<file path="src/hdl/lib_regs_end.sv">
// Holds no logic; the whole register bank lives in the main design file

</file>
<file path="src/hdl/lib_regs_pkg.sv">
// Constants for the legacy index base and system control register bank
package lib_regs_pkg;
    localparam logic [7:0] OFS_LEGACY_BASE = 8'h44;
    localparam logic [7:0] OFS_SYS_CTRL = 8'h80;
    localparam logic [31:0] RST_LEGACY_BASE = 32'h0000_0001;
    localparam logic [31:0] RST_SYS_CTRL = 32'h0044_9060;
    // Bits of the system control word that this bank drives itself
    localparam int BIT_SLOT_STEP_LO = 30;
    localparam int BIT_LINE_TIE = 29;
    localparam int BIT_RSVD_HI = 28;
    localparam int BIT_CLK_DIR = 27;
    localparam int BIT_IRQ_ROUTE = 26;
    localparam int BIT_IRQ_FLAG = 25;
    localparam int BIT_IRQ_ENABLE = 24;
    localparam int BIT_RSVD_LO = 23;
    localparam int BIT_SUBSYS_WE = 5;
    localparam logic [31:0] SYS_CTRL_OWN_MASK = 32'hff80_0020;
    localparam logic [1:0] RST_SLOT_STEP = 2'h0;
    localparam logic RST_LINE_TIE = 1'b0;
    localparam logic RST_CLK_DIR = 1'b0;
    localparam logic RST_IRQ_ROUTE = 1'b0;
    localparam logic RST_IRQ_ENABLE = 1'b0;
    localparam logic RST_SUBSYS_WE = 1'b1;
    localparam int SOCKETS = 2;
    localparam int SLOTS = 4;
endpackage

</file>
<file path="src/hdl/lib_regs.sv">
// Legacy index port base and upper system control register bank
//
// How it works
// - Index at base, data at base plus one
// - Base bits 31..1 writable, reset zero
// - Base bit 0 reads one always
// - One base register for both functions
// - Global control fields written via function 0 only
// - Slot step shifts serial interrupt slot pair
// - Tie merges both lines onto first line
// - Bits 28 and 23 read zero
// - Clock direction bit drives switch clock pin
// - Route bit picks IRQ2 or status change
// - Power write sets flag while enable is set; write one clears
// - Enable makes each power write interrupt
// - Subsystem ID writable only when bit 5 set
`timescale 1ns/1ps
module lib_regs (
    input wire logic clk_sys,
    input wire logic arst_n,
    input wire logic cfgValid,
    input wire logic cfgWrite,
    input wire logic cfgFunc,
    input wire logic [7:0] cfgAddr,
    input wire logic [3:0] cfgByteEn,
    input wire logic [31:0] cfgWdata,
    output logic [31:0] cfgRdata,
    output logic cfgAck,
    input wire logic [31:0] ioAddr,
    output logic ioIndexHit,
    output logic ioDataHit,
    output logic [31:0] indexPortAddr,
    output logic [31:0] dataPortAddr,
    input wire logic intLineA,
    input wire logic intLineB,
    output logic [lib_regs_pkg::SLOTS-1:0] serialSlotLevel,
    input wire logic [lib_regs_pkg::SOCKETS-1:0] powerWrite,
    output logic irq2Pulse,
    output logic [lib_regs_pkg::SOCKETS-1:0] cardStatusChangePulse,
    output logic [lib_regs_pkg::SOCKETS-1:0] powerWriteIrqFlag,
    input wire logic oscLevel,
    input wire logic switchClockIn,
    output logic switchClockOut,
    output logic switchClockOe,
    output logic switchClockSeen,
    output logic subsysIdWriteEnable
);
    import lib_regs_pkg::*;

    logic [31:1] baseAddr_reg;
    logic [1:0] irqSlotStep_reg;
    logic irqLineTie_reg;
    logic switchClockDir_reg;
    logic powerWriteIrqRoute_reg;
    logic powerWriteIrqEnable_reg;
    logic subsysIdWriteEnable_reg;
    logic [SOCKETS-1:0] flag_reg;
    logic [SOCKETS-1:0] flag_next;
    logic wrBase;
    logic wrCtrl;
    logic wrCtrlGlobal;
    logic [31:0] baseMerged;
    logic [31:0] ctrlWord;

    // Byte-lane merge of a write into a stored word
    function automatic logic [31:0] mergeBytes(input logic [31:0] oldVal,
            input logic [31:0] newVal, input logic [3:0] be);
        logic [31:0] res;
        res = oldVal;
        for (int i = 0; i < 4; i++) begin
            if (be[i]) begin
                res[i*8 +: 8] = newVal[i*8 +: 8];
            end
        end
        return res;
    endfunction

    // Slot that carries a line after stepping by the given amount
    function automatic logic [1:0] slotOf(input logic [1:0] line, input logic [1:0] step);
        return 2'(line + step);
    endfunction

    assign wrBase = cfgValid && cfgWrite && (cfgAddr == OFS_LEGACY_BASE);
    assign wrCtrl = cfgValid && cfgWrite && (cfgAddr == OFS_SYS_CTRL);
    assign wrCtrlGlobal = wrCtrl && !cfgFunc;
    assign baseMerged = mergeBytes({baseAddr_reg, 1'b0}, cfgWdata, cfgByteEn);

    // Either function reaches this single register
    always_ff @(posedge clk_sys or negedge arst_n) begin
        if (!arst_n) begin
            baseAddr_reg <= RST_LEGACY_BASE[31:1];
        end else if (wrBase) begin
            baseAddr_reg <= baseMerged[31:1];
        end
    end

    always_ff @(posedge clk_sys or negedge arst_n) begin
        if (!arst_n) begin
            irqSlotStep_reg <= RST_SLOT_STEP;
            irqLineTie_reg <= RST_LINE_TIE;
            switchClockDir_reg <= RST_CLK_DIR;
            powerWriteIrqRoute_reg <= RST_IRQ_ROUTE;
            powerWriteIrqEnable_reg <= RST_IRQ_ENABLE;
        end else if (wrCtrlGlobal && cfgByteEn[3]) begin
            irqSlotStep_reg <= cfgWdata[BIT_SLOT_STEP_LO +: 2];
            irqLineTie_reg <= cfgWdata[BIT_LINE_TIE];
            switchClockDir_reg <= cfgWdata[BIT_CLK_DIR];
            powerWriteIrqRoute_reg <= cfgWdata[BIT_IRQ_ROUTE];
            powerWriteIrqEnable_reg <= cfgWdata[BIT_IRQ_ENABLE];
        end
    end

    always_ff @(posedge clk_sys or negedge arst_n) begin
        if (!arst_n) begin
            subsysIdWriteEnable_reg <= RST_SUBSYS_WE;
        end else if (wrCtrlGlobal && cfgByteEn[0]) begin
            subsysIdWriteEnable_reg <= cfgWdata[BIT_SUBSYS_WE];
        end
    end

    // Each socket's flag belongs to its own function
    always_comb begin
        flag_next = flag_reg;
        for (int s = 0; s < SOCKETS; s++) begin
            if (wrCtrl && cfgByteEn[3] && (cfgFunc == s[0]) && cfgWdata[BIT_IRQ_FLAG]) begin
                flag_next[s] = 1'b0;
            end
            // Set is applied last so a racing event survives the clear
            if (powerWriteIrqEnable_reg && powerWrite[s]) begin
                flag_next[s] = 1'b1;
            end
        end
    end

    always_ff @(posedge clk_sys or negedge arst_n) begin
        if (!arst_n) begin
            flag_reg <= '0;
        end else begin
            flag_reg <= flag_next;
        end
    end

    always_ff @(posedge clk_sys or negedge arst_n) begin
        if (!arst_n) begin
            irq2Pulse <= 1'b0;
            cardStatusChangePulse <= '0;
        end else begin
            irq2Pulse <= powerWriteIrqEnable_reg && !powerWriteIrqRoute_reg
                && (|powerWrite);
            cardStatusChangePulse <= (powerWriteIrqEnable_reg && powerWriteIrqRoute_reg)
                ? powerWrite : '0;
        end
    end

    always_ff @(posedge clk_sys or negedge arst_n) begin
        if (!arst_n) begin
            serialSlotLevel <= '0;
        end else begin
            serialSlotLevel <= '0;
            if (irqLineTie_reg) begin
                serialSlotLevel[slotOf(2'h0, irqSlotStep_reg)] <= intLineA | intLineB;
            end else begin
                serialSlotLevel[slotOf(2'h0, irqSlotStep_reg)] <= intLineA;
                serialSlotLevel[slotOf(2'h1, irqSlotStep_reg)] <= intLineB;
            end
        end
    end

    // The pin only drives while the internal oscillator is selected
    always_ff @(posedge clk_sys or negedge arst_n) begin
        if (!arst_n) begin
            switchClockOut <= 1'b0;
            switchClockSeen <= 1'b0;
        end else begin
            switchClockOut <= switchClockDir_reg ? oscLevel : 1'b0;
            switchClockSeen <= switchClockDir_reg ? oscLevel : switchClockIn;
        end
    end
    assign switchClockOe = switchClockDir_reg;

    always_comb begin
        ctrlWord = RST_SYS_CTRL & ~SYS_CTRL_OWN_MASK;
        ctrlWord[BIT_SLOT_STEP_LO +: 2] = irqSlotStep_reg;
        ctrlWord[BIT_LINE_TIE] = irqLineTie_reg;
        ctrlWord[BIT_RSVD_HI] = 1'b0;
        ctrlWord[BIT_CLK_DIR] = switchClockDir_reg;
        ctrlWord[BIT_IRQ_ROUTE] = powerWriteIrqRoute_reg;
        ctrlWord[BIT_IRQ_FLAG] = flag_reg[cfgFunc];
        ctrlWord[BIT_IRQ_ENABLE] = powerWriteIrqEnable_reg;
        ctrlWord[BIT_RSVD_LO] = 1'b0;
        ctrlWord[BIT_SUBSYS_WE] = subsysIdWriteEnable_reg;
    end

    always_ff @(posedge clk_sys or negedge arst_n) begin
        if (!arst_n) begin
            cfgAck <= 1'b0;
            cfgRdata <= '0;
        end else begin
            cfgAck <= cfgValid;
            if (cfgValid && !cfgWrite) begin
                if (cfgAddr == OFS_LEGACY_BASE) begin
                    cfgRdata <= {baseAddr_reg, 1'b1};
                end else if (cfgAddr == OFS_SYS_CTRL) begin
                    cfgRdata <= ctrlWord;
                end else begin
                    cfgRdata <= '0;
                end
            end
        end
    end

    assign indexPortAddr = {baseAddr_reg, 1'b0};
    assign dataPortAddr = {baseAddr_reg, 1'b1};
    assign ioIndexHit = (ioAddr == indexPortAddr);
    assign ioDataHit = (ioAddr == dataPortAddr);
    assign powerWriteIrqFlag = flag_reg;
    assign subsysIdWriteEnable = subsysIdWriteEnable_reg;
endmodule

</file>
<file path="config.mk">
export PLATFORM = sky130hd
export DESIGN_NAME = lib_regs
export DESIGN_NICKNAME = d
export VERILOG_FILES = /design/src/hdl/lib_regs_end.sv /design/src/hdl/lib_regs_pkg.sv /design/src/hdl/lib_regs.sv
export SDC_FILE = /design/constraint.sdc
export NUM_CORES = 1
export LEC_CHECK = 0
export BUFFER_PORTS_ARGS = -buffer_cell sky130_fd_sc_hd__buf_4
export CAP_MARGIN = 30
export CORE_MARGIN = 1
export CORE_UTILIZATION = 48
export DETAILED_ROUTE_END_ITERATION = 6
export PLACE_DENSITY = 0.85
export RECOVER_POWER = 25
export SETUP_SLACK_MARGIN = 0.4
export SLEW_MARGIN = 5
export SYNTH_ARGS = -nofsm -noshare
export SYNTH_HDL_FRONTEND = slang
export SYNTH_SLANG_ARGS = --single-unit
</file>
<file path="constraint.sdc">
create_clock -name clk_sys -period 3.2 [get_ports clk_sys]
set_clock_uncertainty 0.05 [all_clocks]
set_input_delay 0.16 -clock clk_sys [delete_from_list [all_inputs] [get_ports clk_sys]]
set_output_delay 0.16 -clock clk_sys [all_outputs]
set_load 0.01 [all_outputs]
</file>
## Word level (Yosys, flattened, before mapping)

Cells that the tools add are included.

- Mux-type cells: 17
- Bitwise operators: 4
- Equality and inequality tests: 4
- Magnitude comparators: 5
- Add/subtract/negate cells: 1
- Reduce and logical (&&, ||, !) cells: 29

Operator list:

| kind | number |
|---|---|
| $eq A32 B32 Y1 | 2 |
| $mux W32 | 2 |
| $logic_and A1 B1 Y1 | 19 |
| $mux W1 | 10 |
| $and A4 B4 Y4 | 2 |
| $eq A8 B7 Y1 const B | 1 |
| $eq A8 B8 Y1 const B | 1 |
| $reduce_and A2 Y1 | 4 |
| $lt A2 B3 Y1 const B | 2 |
| $bwmux W4 | 1 |
| $demux W1 S2 | 2 |
| $ge A2 B1 Y1 const B | 2 |
| $mux W4 | 1 |
| $reduce_bool A2 Y1 | 2 |
| $logic_not A1 Y1 | 3 |
| $add A1 B2 Y2 const A | 1 |
| $lt A1 B2 Y1 const B | 1 |
| $mux W2 | 1 |
| $reduce_or A2 Y1 | 1 |
| $not A1 Y1 | 1 |
| $or A1 B1 Y1 | 1 |

- Register bits after elaboration: 82
- Output and inout port bits: 112
- Word-level logic and storage cells: 79

## Depth between registers and ports, before layout

Gate-level depths: netlist of run 1.

- Word-level depth: 7
- Mapped depth: 6
- Mapped depth without buffers: 4

## Worst setup path after synthesis of run 1

Ideal clock, no wire load.

- Path kind: input -> register
- From: input cfgAddr[3]
- To: register irqLineTie_reg
- Stages on the path: 5
- Data required time: 3.025 ns
- Setup slack: 1.340 ns
- Path buffers: 1
- Arrival: 1.685 ns
- Cell sequence: or4b_2 > nor4_2 > nor2b_1 > buf_4 > mux2_2

- Longest elaborated chain between the ends: 4

Ends and longest elaborated chain:

| item | line | RTL |
|---|---|---|
| from (decl) | lib_regs.sv:24 | `input wire logic [7:0] cfgAddr,` |
| $eq A8 B8 Y1 | lib_regs.sv:84 | `assign wrCtrl = cfgValid && cfgWrite && (cfgAddr == OFS_SYS_CTRL);` |
| $logic_and A1 B1 Y1 | lib_regs.sv:84 |  |
| $logic_and A1 B1 Y1 | lib_regs.sv:85 | `assign wrCtrlGlobal = wrCtrl && !cfgFunc;` |
| $logic_and A1 B1 Y1 | lib_regs.sv:104 | `end else if (wrCtrlGlobal && cfgByteEn[3]) begin` |
| to (signal assigned) | lib_regs.sv:106 | `irqLineTie_reg <= cfgWdata[BIT_LINE_TIE];` |
| to (decl) | lib_regs.sv:52 | `logic irqLineTie_reg;` |

Every way passes these cells.
A chain may end at the register's enable or synchronous reset.

## Worst setup path in the final report of run 1

- From: register baseAddr_reg[15] in the netlist's numbering
- To: output ioIndexHit

- Longest elaborated chain between the ends: 1

Ends and longest elaborated chain:

| item | line | RTL |
|---|---|---|
| from (decl) | lib_regs.sv:50 | `logic [31:1] baseAddr_reg;` |
| from (signal assigned) | lib_regs.sv:91 | `baseAddr_reg <= RST_LEGACY_BASE[31:1];` |
| from (signal assigned) | lib_regs.sv:93 | `baseAddr_reg <= baseMerged[31:1];` |
| $eq A32 B32 Y1 | lib_regs.sv:214 | `assign ioIndexHit = (ioAddr == indexPortAddr);` |
| to (decl) | lib_regs.sv:30 | `output logic ioIndexHit,` |

Every way passes these cells.

==> summary.txt, run 1 <==
Logic synthesis
  – Synth cell types: 35
  – Post-synthesis register bit count: between 80 and 90
  – Top FF cell, synth: dfrtp_1
  – Area contributors post-synth: dfrtp_1 55%, mux2_2 12%, xor2_1 7.3%
  – Cells after synthesis: 289
  – Syn_nets: between 300 and 400
  – Async SR Flop Fraction: 100%
  – Mapped cell area: 0.00371 mm^2
  – Area leader, netlist: dfrtp_1
  – Register area share after synthesis: roughly 55%
  – Yosys warnings: 0
  – Post-synth top area share: ~55%
  – EDFF count, synth: 0
  – Avg Cell Area, Syn: approximately 13 um^2

Power and ir drop
  – Logic pwr share: a little over a tenth
  – Sequential Power Share: between 50% and 60%
  – Int Pwr: 0.00161 W
  – Clock power share: a little under two fifths
  – Worst IR Drop VDD: roughly 0.00028 V
  – Pwr dens: about 380 mW/mm^2
  – Design Power: 0.00207 W
  – Sw frac: between 20% and 30%
  – Leakage Power: around 3 nW
  – Switching power: about 0.00045 W

Clock tree
  – CTS root buf: clkbuf_8
  – Clock tree buffer depth: 2
  – CTS buffer count: 9
  – Clock sink count: 82
  – CTS clk-pin slew, worst paths: ~0.08 ns
  – CTS tree: built
  – H-tree depth: 3
  – Insertion delay to the later sink of the worst-skew pair: around 0.33 ns

Setup path
  – Peak fanout along the critical path: 5
  – Critical Path AT: roughly 2 ns
  – CP bufs+invs: 1
  – CP required: 2.99 ns
  – CP delay by family, top: simple AND/OR/NAND/NOR gates
  – CP max stage delay: 0.44 ns
  – CP Capture Type: output pin
  – Slowest-stage cell, CP: dfrtp_1
  – Worst setup SP type: flip-flop
  – Cell Chain, Critical Path: xor2_1 -> nor4_1 -> nand4_1 -> nor3_1 -> buf_4
  – Critical path type: flip-flop to output pin

Global route
  – GR Util met2: a little under half
  – Vias in the first global route: around 3,200
  – Initial antenna violation count: 0
  – Met1 Use GR: 32.3%
  – Global route hottest layer: met2
  – Grt total ovfl: 0
  – GR Util All Layers: 26.9%
  – M3 GR Usage: 8.71%
  – Largest net degree at the start of global routing: 83
  – First-pass GRT wire length: about 17 mm

Drt
  – Mean routed wirelength per cell: approximately 18 um
  – Vias/cell: about 5.3
  – Vias: 3,072
  – DR iter-0 viols: around 160
  – DRC violations left: 0
  – Post-detailed-routing wire length: roughly 11 mm
  – Routed Antenna Nets: 0
  – Pre-Repair DR Iteration Count: 5

Finish
  – Max FFs per register: 32
  – Layout cell share with drive strength beyond 1: ~53%
  – Nets: around 560
  – Fin cells: 580
  – Number of diodes: 0
  – Most frequent cells in the layout: 196 x buf_4, 81 x dfrtp_1, 38 x mux2_2, 31 x xor2_1, 20 x a22o_1
  – Area growth syn-to-layout: 47.2%
  – Commonest non-fill, non-tap cell in the layout: buf_4

Floorplan
  – FP Rows: 31
  – Die ar.: ~0.0081 mm^2
  – Die Y-Extent: approximately 90 um
  – Starting Density: 50.3%
  – Core area: approximately 0.0074 mm^2
  – DIE WIDTH: 89.9 um
  – I/O pins: just under 200

Timing
  – Achievable Freq: 440 MHz
  – Setup slack after layout: approximately 0.9 ns
  – Headroom to the max-slew limit: -22.0%
  – Final Critical Period: between 2 and 2.5 ns
  – Max Slew Vio Count: 32
  – Slew @ Worst Pin: 1.83 ns
  – RSZ-0062 raised after global routing: no
  – Endpoints failing setup: 0
  – Setup tns final: 0 ns
  – Final Hold Viols: 0
  – Period Utilization, post-route: 71.1%

Hold path
  – Tightest Hold Check Type: input pin to flip-flop

Placement
  – Pre-CTS setup slack: around 0.81 ns
  – Count of input and output buffers: a little under 200
  – Routability-driven placement congestion ratio: 0.781
  – Placed cell count: between 500 and 600
  – DP HPWL: 7.75 mm

Status
  – Failing checks: max-capacitance violations, max-slew violations
  – Status: finished with violations

Flow run
  – Total of max-cap violations: 1
==> per-layer routing <==
metal / wire, um / vias to the layer above
li1: - / 1376
met1: 4130 / 1518
met2: 5590 / 163
met3: 876 / 15
met4: 136 / 0
met5: 0 / -
==> kinds of logic (layout without fill, tap and decap cells) <==
group / Yosys count / after routing / share of synthesized area (%)
AND/OR/NAND/NOR: 41 / 41 / 6.79
multiplexers: 40 / 40 / 12.2
XOR/XNOR: 31 / 31 / 7.33
AO/OA/AOI/OAI: 38 / 38 / 9.01
flip-flops: 82 / 82 / 55.4
other: 2 / 2 / 0.203
buffers and inverters: 55 / 247 / 9.12
==> area by class of cell <==
cell class / instances / area (um^2)
inverter: 13 / 48.8
fill: 521 / 1910
multi-input combinational: 152 / 1330
clock inverter: 3 / 65.1
tap: 99 / 124
sequential: 82 / 2050
timing repair buffer: 219 / 1700
clock buffer: 12 / 135
==> Yosys cell counts, types with 2 or more instances <==
library cell / n
a221o_1: 5
nor3_1: 6
o21ai_0: 2
mux2_1: 2
or3_1: 2
a222oi_1: 8
and3_1: 2
buf_4: 34
nand3_1: 2
nor4_1: 7
nand4_1: 2
clkbuf_1: 5
dfrtp_1: 81
nand2_1: 5
mux2_2: 38
inv_1: 13
xor2_1: 31
buf_2: 3
nor2_1: 4
a22o_1: 20
conb_1: 2
nand3b_1: 2
==> metrics by stage <==
stage | area [um^2] | util (%) | hold WS [ns]
final | 5460 | 74.0 | 0.0104
after global placement | 5040 | 68.5 | 0.244
after detailed placement | 5040 | 68.5 | 0.246
after CTS | 5390 | 73.1 | 0.00189
after global routing | 5460 | 74.0 | 0.000559
after floorplan | 3710 | - | -0.186
==> power groups by stage <==
stage / clock [W] / combinational (W) / sequential (W)
after floorplan: 0 / 0.0000546 / 0.00108
after global placement: 0 / 0.000193 / 0.00108
final: 0.000783 / 0.000220 / 0.00106
after detailed placement: 0 / 0.000198 / 0.00108
after CTS: 0.000795 / 0.000213 / 0.00106
after global routing: 0.000841 / 0.000238 / 0.00106
==> what timing repair did <==
item | 4_1_cts | 5_1_grt
hold buffers | 14 | 5
buffers inserted | 0 | 0
hold endpoints to repair | 68 | 5
gates resized for setup | 0 | 0
==> worst paths after layout <==
path / start / depth (start not counted) / slack, ns / to
max: baseAddr_reg[15] / 5 / 0.93 / ioIndexHit
min: cfgWdata[8] / 2 / 0.01 / baseAddr_reg[8]
max reg2reg: powerWriteIrqFlag[1] / 3 / 1.98 / cfgRdata[25]
min reg2reg: cfgRdata[0] / 1 / 0.44 / cfgRdata[0]
max in group asynchronous: arst_n / 2 / 1.22 / cfgAck
min in group asynchronous: arst_n / 2 / 0.81 / switchClockSeen
No activity file was read; power rests on OpenSTA's default activity.
==> inputs of run 2 (changes only) <==
Settings changed: CORE_UTILIZATION 48 to 41, PLACE_DENSITY 0.85 to 0.77.
Clock period 3.2 ns to 2 ns, I/O delays scaled along.
==> run 2 against run 1 <==
The run ends with negative setup slack left. Design area up 7.4%. Wire length is 2.5% higher. Core utilization fell by 6.8 points. Flip-flop and latch count unchanged. Die area grew 17%. Total power rose by 69%. First-iteration DRC count down 36%. Highest routed layer unchanged.
==> summary.txt, run 2 (synthesis gave the netlist of run 1 again) <==
Status
  – Status: finished with violations
  – Failing checks: negative setup slack

Clock tree
  – CTS clk-pin slew, worst paths: 0.09 ns (about the same)
  – Insertion delay to the later sink of the worst-skew pair: 0.34 ns (about the same)
  – CTS root buf: clkbuf_8
  – CTS buffer count: 9 (unchanged)
  – H-tree depth: 3 (unchanged)
  – Clock sink count: 82 (unchanged)
  – CTS tree: built
  – Clock tree buffer depth: 2 (unchanged)

Timing
  – Setup tns final: -0.00466 ns (-0.00466 ns)
  – Period Utilization, post-route: 100%
  – RSZ-0062 raised after global routing: yes
  – Headroom to the max-slew limit: 27.2% (+49 points)
  – Final Critical Period: roughly 2 ns
  – Max Slew Vio Count: 0 (-100%)
  – Achievable Freq: ~500 MHz
  – Endpoints failing setup: 1 (+1)
  – Slew @ Worst Pin: 1.09 ns (-0.738 ns)
  – Setup slack after layout: -0.00466 ns (-0.931 ns)
  – Final Hold Viols: 0 (unchanged)

Global route
  – Vias in the first global route: 3,283 (+2.9%)
  – Initial antenna violation count: 0 (unchanged)
  – First-pass GRT wire length: 17.4 mm (+5.3%)
  – Largest net degree at the start of global routing: 44 (-47%)
  – GR Util All Layers: 23.6% (-3.3 points)
  – Grt total ovfl: 0 (unchanged)

Finish
  – Final Cell Area: 0.00586 mm^2 (+7.4%)
  – Max FFs per register: 32 (unchanged)
  – Fillers: 650 (+25%)
  – Commonest non-fill, non-tap cell in the layout: buf_4
  – Area growth syn-to-layout: 58.1%
  – Most frequent cells in the layout: 194 x buf_4, 74 x dfrtp_1, 37 x dlygate4sd3_1, 32 x mux2_2, 29 x xor2_1
  – Fin cells: 625 (+7.8%)
  – Layout cell share with drive strength beyond 1: 53.6% (+0.56 points)
  – Number of diodes: 0 (unchanged)
  – Nets: 599 (+6.2%)

Setup path
  – Reg2reg start: powerWriteIrqFlag[0]
  – CP Capture Type: output pin
  – Worst reg2reg setup slack: 0.74 ns (-1.24 ns)
  – Slowest-stage cell, CP: dfrtp_2
  – Peak fanout along the critical path: 4 (-1)
  – Reg2reg end: cfgRdata[25]
  – CP max stage delay: 0.47 ns (+0.03 ns)
  – CP delay by family, top: simple AND/OR/NAND/NOR gates
  – Critical Path AT: 1.85 ns (-0.21 ns)
  – Worst setup SP type: flip-flop
  – R2R depth: 3 (unchanged)
  – CP bufs+invs: 1 (unchanged)
  – Cell Chain, Critical Path: xor2_2 -> nor4_4 -> nand4_1 -> nor3_2 -> buf_4
  – Critical path type: flip-flop to output pin
  – CP required: 1.85 ns (-1.14 ns)

Power and ir drop
  – Sw frac: 22.9% (+0.95 points)
  – Switching power: 0.000800 W (+76%)
  – Clock power share: 39.8% (+1.9 points)
  – Logic pwr share: 11.6% (+0.9 points)
  – Sequential Power Share: 48.6% (-2.8 points)
  – Pwr dens: 595 mW/mm^2 (+57%)
  – Design Power: 0.00349 W (+69%)
  – Int Pwr: 0.00269 W (+67%)
  – Leakage Power: 3.16 nW (+4.0%)
  – Worst IR Drop VDD: 0.000386 V (+39%)

Hold path
  – Worst Hold Launch: intLineB
  – Tightest Hold Check Type: input pin to flip-flop
  – Hold endpoint: serialSlotLevel[1]
  – Hold path cells: 3 (+1)

Drt
  – Post-detailed-routing wire length: 11.0 mm (+2.5%)
  – Pre-Repair DR Iteration Count: 5 (unchanged)
  – DRC violations left: 0 (unchanged)
  – Routed Antenna Nets: 0 (unchanged)
  – Mean routed wirelength per cell: 17.6 um (-4.8%)
  – Vias: 3,159 (+2.8%)
  – Vias/cell: 5.05 (-4.6%)
  – DR iter-0 viols: 101 (-36%)

Floorplan
  – FP Rows: 34 (+9.7%)
  – Starting Density: 42.5% (-7.8 points)
  – Die Y-Extent: 97.1 um (+8.0%)
  – Core area: 0.00872 mm^2 (+18%)
  – I/O pins: 199 (unchanged)
  – Die ar.: 0.00942 mm^2 (+17%)
  – DIE WIDTH: 97.1 um (+8.0%)

Flow run
  – Total of max-cap violations: 0 (-1)

Placement
  – Area after DPL: 0.00514 mm^2 (+1.8%)
  – Count of input and output buffers: 195 (unchanged)
  – Pre-CTS setup slack: -0.0176 ns (-0.826 ns)
  – Placed cell count: 558 (+2.4%)
  – DP HPWL: 7.70 mm (-0.55%)
  – Routability-driven placement congestion ratio: 0.799 (+2.3%)
-- run 2: changes by cell type in the layout (fill, tap and decap cells not counted), sizes merged --
cell / change
buf: -2
dlygate4sd3: +18
clkbuf: +18
clkinvlp: +1
inv: +1
-- run 2: how the worst max path moves through the flow --
stage,from,cells after the start,slack [ns],to
floorplan,cfgAddr[6],5,0.28,irqLineTie_reg
global placement,cfgAddr[6],6,0.05,switchClockOe
global route,baseAddr_reg[4],5,-0.13,ioIndexHit
CTS,baseAddr_reg[22],5,-0.04,ioIndexHit
finish,baseAddr_reg[25],5,-0.005,ioIndexHit
detailed placement,cfgAddr[5],5,-0.02,baseAddr_reg[9]
-- run 2: metrics by stage --
| step | utilization [%] | hold WS [ns] |
|---|---|---|
| floorplan | - | -0.246 |
| global placement | 58.9 | 0.0752 |
| detailed placement | 58.9 | 0.0845 |
| CTS | 67.0 | 0.00468 |
| global route | 67.2 | 0.0133 |
| finish | 67.2 | 0.00433 |
-- run 2: timing repair --
item,CTS,global route
pin swaps,3,10
hold buffers,37,0
gates resized for setup,11,11
buffers inserted,8,6
setup endpoints to repair,26,8
endpoints found under the hold margin,86,0
-- run 2: area by class of cell --
class | instances | area, um^2 | share of cell area, %
Clock buffer | 11 | 151 | 2.58
Sequential cell | 82 | 2060 | 35.2
Tap cell | 108 | 135 | 2.31
Timing Repair Buffer | 254 | 1930 | 32.9
Inverter | 13 | 48.8 | 0.833
Multi-Input combinational cell | 152 | 1450 | 24.7
Clock inverter | 5 | 85.1 | 1.45
-- run 2: worst min-delay path: cells and delay by family --
family	cells	cell delay [ns]
AOI/OAI and AO/OA	1	0.09
and+or+nand+nor	1	0.08
buffers and inverters	1	0.09
-- run 2: power groups by stage --
stage | Sequential (W) | Clock (W) | Combinational [W]
final | 0.00170 | 0.00139 | 0.000405
after floorplan | 0.00174 | 0 | 0.0000896
after global placement | 0.00173 | 0 | 0.000324
after detailed placement | 0.00173 | 0 | 0.000331
after CTS | 0.00170 | 0.00142 | 0.000402
after global routing | 0.00170 | 0.00150 | 0.000435
-- run 2: routing by layer --
layer  wire length, um  vias up  track usage [%]  part of all wire (%)
met2              5560      142             40.0                    51
met4               131        0             7.35                   1.2
met5                 0        -                0                     0
met1              4600     1562             30.2                    42
li1                  -     1444                -                     -
met3               707       11             5.25                   6.4
==> inputs of run 3 (changes only) <==
Settings changed: ABC_AREA from default to 1, ABC_CLOCK_PERIOD_IN_PS from default to 2000, CORE_UTILIZATION 41 to 42, PLACE_DENSITY 0.77 to 0.76.
==> run 3 against run 2 <==
The flow now finishes without violations. Die area is 11% higher. Worst hold slack better by 0.043 ns. Clock power is 12% lower. Synthesized cell count is 67% higher. Wire length is 9.8% higher. First-iteration DRC count is 30% higher. Sequential power hardly changed. Cell count is 36% higher. Critical path depth is 2 higher. Combinational power is 14% higher. Area after synthesis is 14% higher. Largest power group unchanged.
==> summary.txt, run 3 <==
Setup path
  – CP Capture Type: output pin
  – Reg2reg start: subsysIdWriteEnable
  – R2R depth: 3 (unchanged)
  – Worst setup SP type: flip-flop
  – Peak fanout along the critical path: 2 (-2)
  – Critical path type: flip-flop to output pin
  – Critical Path AT: 1.58 ns (-0.27 ns)
  – Reg2reg end: subsysIdWriteEnable
  – Worst reg2reg setup slack: 0.67 ns (-0.07 ns)
  – CP required: 1.85 ns (about the same)

Clock tree
  – Clock sink count: 82 (unchanged)
  – Clock tree buffer depth: 2 (unchanged)
  – H-tree depth: 3 (unchanged)
  – CTS buffer count: 9 (unchanged)
  – CTS root buf: clkbuf_8
  – CTS clk-pin slew, worst paths: 0.08 ns (about the same)
  – Insertion delay to the later sink of the worst-skew pair: 0.35 ns (about the same)
  – CTS tree: built

Logic synthesis
  – Area contributors post-synth: dfrtp_1 48%, nand2_1 12%, buf_4 6.0%
  – Post-synth top area share: 47.9% (-6.8 points)
  – Synth cell types: 24 (-31%)
  – Yosys warnings: 0 (unchanged)
  – Area leader, netlist: dfrtp_1
  – Most instantiated cells after synthesis: 131 x nand2_1, 81 x dfrtp_1, 54 x inv_1, 39 x nand3_1, 34 x buf_4
  – Cells after synthesis: 484 (+67%)
  – EDFF count, synth: 0 (unchanged)
  – Async SR Flop Fraction: 100% (unchanged)
  – Top FF cell, synth: dfrtp_1
  – Count leader, synth: nand2_1
  – Post-synthesis register bit count: 82 (unchanged)
  – Register area share after synthesis: 48.5% (-6.9 points)
  – Mapped cell area: 0.00423 mm^2 (+14%)
  – Avg Cell Area, Syn: 8.74 um^2 (-32%)
  – Syn_nets: 571 (+52%)

Flow run
  – Total of max-cap violations: 0 (unchanged)

Finish
  – Layout cell share with drive strength beyond 1: 41.9% (-12 points)
  – Area growth syn-to-layout: 50.8%
  – Commonest non-fill, non-tap cell in the layout: buf_4
  – Fin cells: 853 (+36%)
  – Total area of sequential cells: 0.00207 mm^2 (+0.55%)
  – Max FFs per register: 32 (unchanged)
  – Number of diodes: 0 (unchanged)
  – Nets: 802 (+34%)
  – Fillers: 802 (+23%)
  – Area of the multi-input gates: 0.00164 mm^2 (+13%)
  – Most frequent cells in the layout: 223 x buf_4, 130 x nand2_1, 65 x dfrtp_1, 52 x inv_1

Floorplan
  – Core area: 0.00977 mm^2 (+12%)
  – Die ar.: 0.0105 mm^2 (+11%)
  – Die Y-Extent: 102 um (+5.4%)
  – Starting Density: 43.3% (+0.78 points)
  – FP Rows: 36 (+5.9%)
  – I/O pins: 199 (unchanged)
  – DIE WIDTH: 102 um (+5.4%)

Power and ir drop
  – Worst IR Drop VDD: 0.000360 V (-6.7%)
  – Clock power share: 36.3% (-3.5 points)
  – Int Pwr: 0.00257 W (-4.3%)
  – Logic pwr share: 13.6% (+2.0 points)
  – Leakage Power: 3.53 nW (+12%)
  – Pwr dens: 530 mW/mm^2 (-11%)
  – Sequential Power Share: 50.1% (+1.5 points)
  – Switching power: 0.000808 W (+0.94%)
  – Sw frac: 23.9% (+0.96 points)
  – Design Power: 0.00338 W (-3.1%)

Drt
  – Post-detailed-routing wire length: 12.1 mm (+9.8%)
  – Vias: 4,021 (+27%)
  – DRC violations left: 0 (unchanged)
  – DR iter-0 viols: 131 (+30%)
  – Vias/cell: 4.71 (-6.7%)
  – Mean routed wirelength per cell: 14.2 um (-20%)
  – Pre-Repair DR Iteration Count: 6 (+1)
  – Routed Antenna Nets: 0 (unchanged)

Timing
  – RSZ-0062 raised after global routing: yes
  – Endpoints failing setup: 0 (-1)
  – Headroom to the max-slew limit: 37.8% (+11 points)
  – Achievable Freq: 578 MHz (+16%)
  – Setup tns final: 0 ns (+0.00466 ns)
  – Final Hold Viols: 0 (unchanged)
  – Max Slew Vio Count: 0 (unchanged)
  – Slew @ Worst Pin: 0.933 ns (-0.158 ns)
  – Final Critical Period: 1.73 ns (-0.274 ns)
  – Period Utilization, post-route: 86.6% (-14 points)

Global route
  – Largest net degree at the start of global routing: 48 (+9.1%)
  – Vias in the first global route: 3,868 (+18%)
  – First-pass GRT wire length: 18.6 mm (+6.7%)
  – GR Util All Layers: 23.4% (-0.20 points)
  – Initial antenna violation count: 0 (unchanged)
  – Grt total ovfl: 0 (unchanged)

Placement
  – DP HPWL: 8.33 mm (+8.1%)
  – Count of input and output buffers: 195 (unchanged)
  – Routability-driven placement congestion ratio: 0.818 (+2.3%)
  – Placed cell count: 771 (+38%)

Hold path
  – Hold path cells: 5 (+2)
  – Worst Hold Launch: cfgFunc
  – Hold endpoint: cfgRdata[25]
  – Tightest Hold Check Type: input pin to flip-flop

Status
  – Status: finished clean
-- run 3: changes by cell type in the layout (fill, tap and decap cells not counted), moves of 28 or more --
cell and change:
mux2_2 -32, inv_1 +39, nand2_1 +129, o21ai_2 +28, nand3_1 +37, buf_4 +29
-- run 3: worst max-delay path by stage --
stage / startpoint / to / slack, ns / cells past startpoint
finish: baseAddr_reg[28] / ioDataHit / 0.27 / 7
global route: baseAddr_reg[25] / ioIndexHit / 0.17 / 7
CTS: baseAddr_reg[25] / ioIndexHit / 0.24 / 7
detailed placement: cfgAddr[4] / powerWriteIrqEnable_reg / 0.31 / 9
global placement: cfgAddr[4] / irqLineTie_reg / 0.39 / 9
floorplan: baseAddr_reg[15] / ioDataHit / 0.75 / 6
-- run 3: logic make-up after synthesis --
family          count (synthesis)  synth area share, %
buf+inv                       101                 13.1
compound gates                 56                 9.79
simple gates                  214                 22.4
xor+xnor                       29                 6.00
other cells                     2                0.178
flops                          82                 48.5
-- run 3: timing repair --
action | CTS | global route
gates resized for setup | 13 | 11
setup endpoints to repair | 2 | 2
setup buffers | 21 | 6
pin swaps | 3 | 16
hold buffers | 39 | 0
hold endpoints to repair | 80 | 0
-- run 3: through the flow --
stage / instance area (um^2) / setup WS, ns / hold WS [ns] / util (%)
3_5_place_dp: 5570 / 0.307 / 0.0465 / 57.0
3_3_place_gp: 5570 / 0.390 / 0.0409 / 57.0
2_1_floorplan: 4230 / 0.750 / -0.246 / -
6_report: 6380 / 0.269 / 0.0470 / 65.3
5_1_grt: 6380 / 0.170 / 0.0541 / 65.3
4_1_cts: 6330 / 0.244 / 0.0403 / 64.8
-- run 3: power by group through the flow --
stage	Sequential, W	Combinational [W]	Clock (W)
after global placement	0.00173	0.000368	0
after CTS	0.00169	0.000457	0.00125
final	0.00169	0.000460	0.00123
after floorplan	0.00174	0.000134	0
after detailed placement	0.00173	0.000377	0
after global routing	0.00170	0.000502	0.00132
-- run 3: cell type report --
cell class              instances  area share [%]
repair buffers                267            32.9
multi-input cells             301            25.7
inverters                      54            3.18
well taps                     133            2.61
clock inverters                 2           0.549
flip-flops and latches         82            32.5
clock buffers                  14            2.55
-- run 3: layer usage --
layer / wire length, um / GRT usage [%] / vias to the layer above
li1: - / - / 1944
met1: 4830 / 26.8 / 1899
met5: 0 / 0 / -
met3: 642 / 4.24 / 19
met2: 6360 / 43.1 / 159
met4: 247 / 9.45 / 0
-- run 3: worst max-delay path: stages (launching register included) --
cell and delay [ns]:
dfrtp_2 0.42, xor2_1 0.16, nor2_1 0.10, nand2_1 0.09, nor2_1 0.14, nand2_2 0.09
nor2_1 0.11, buf_4 0.13
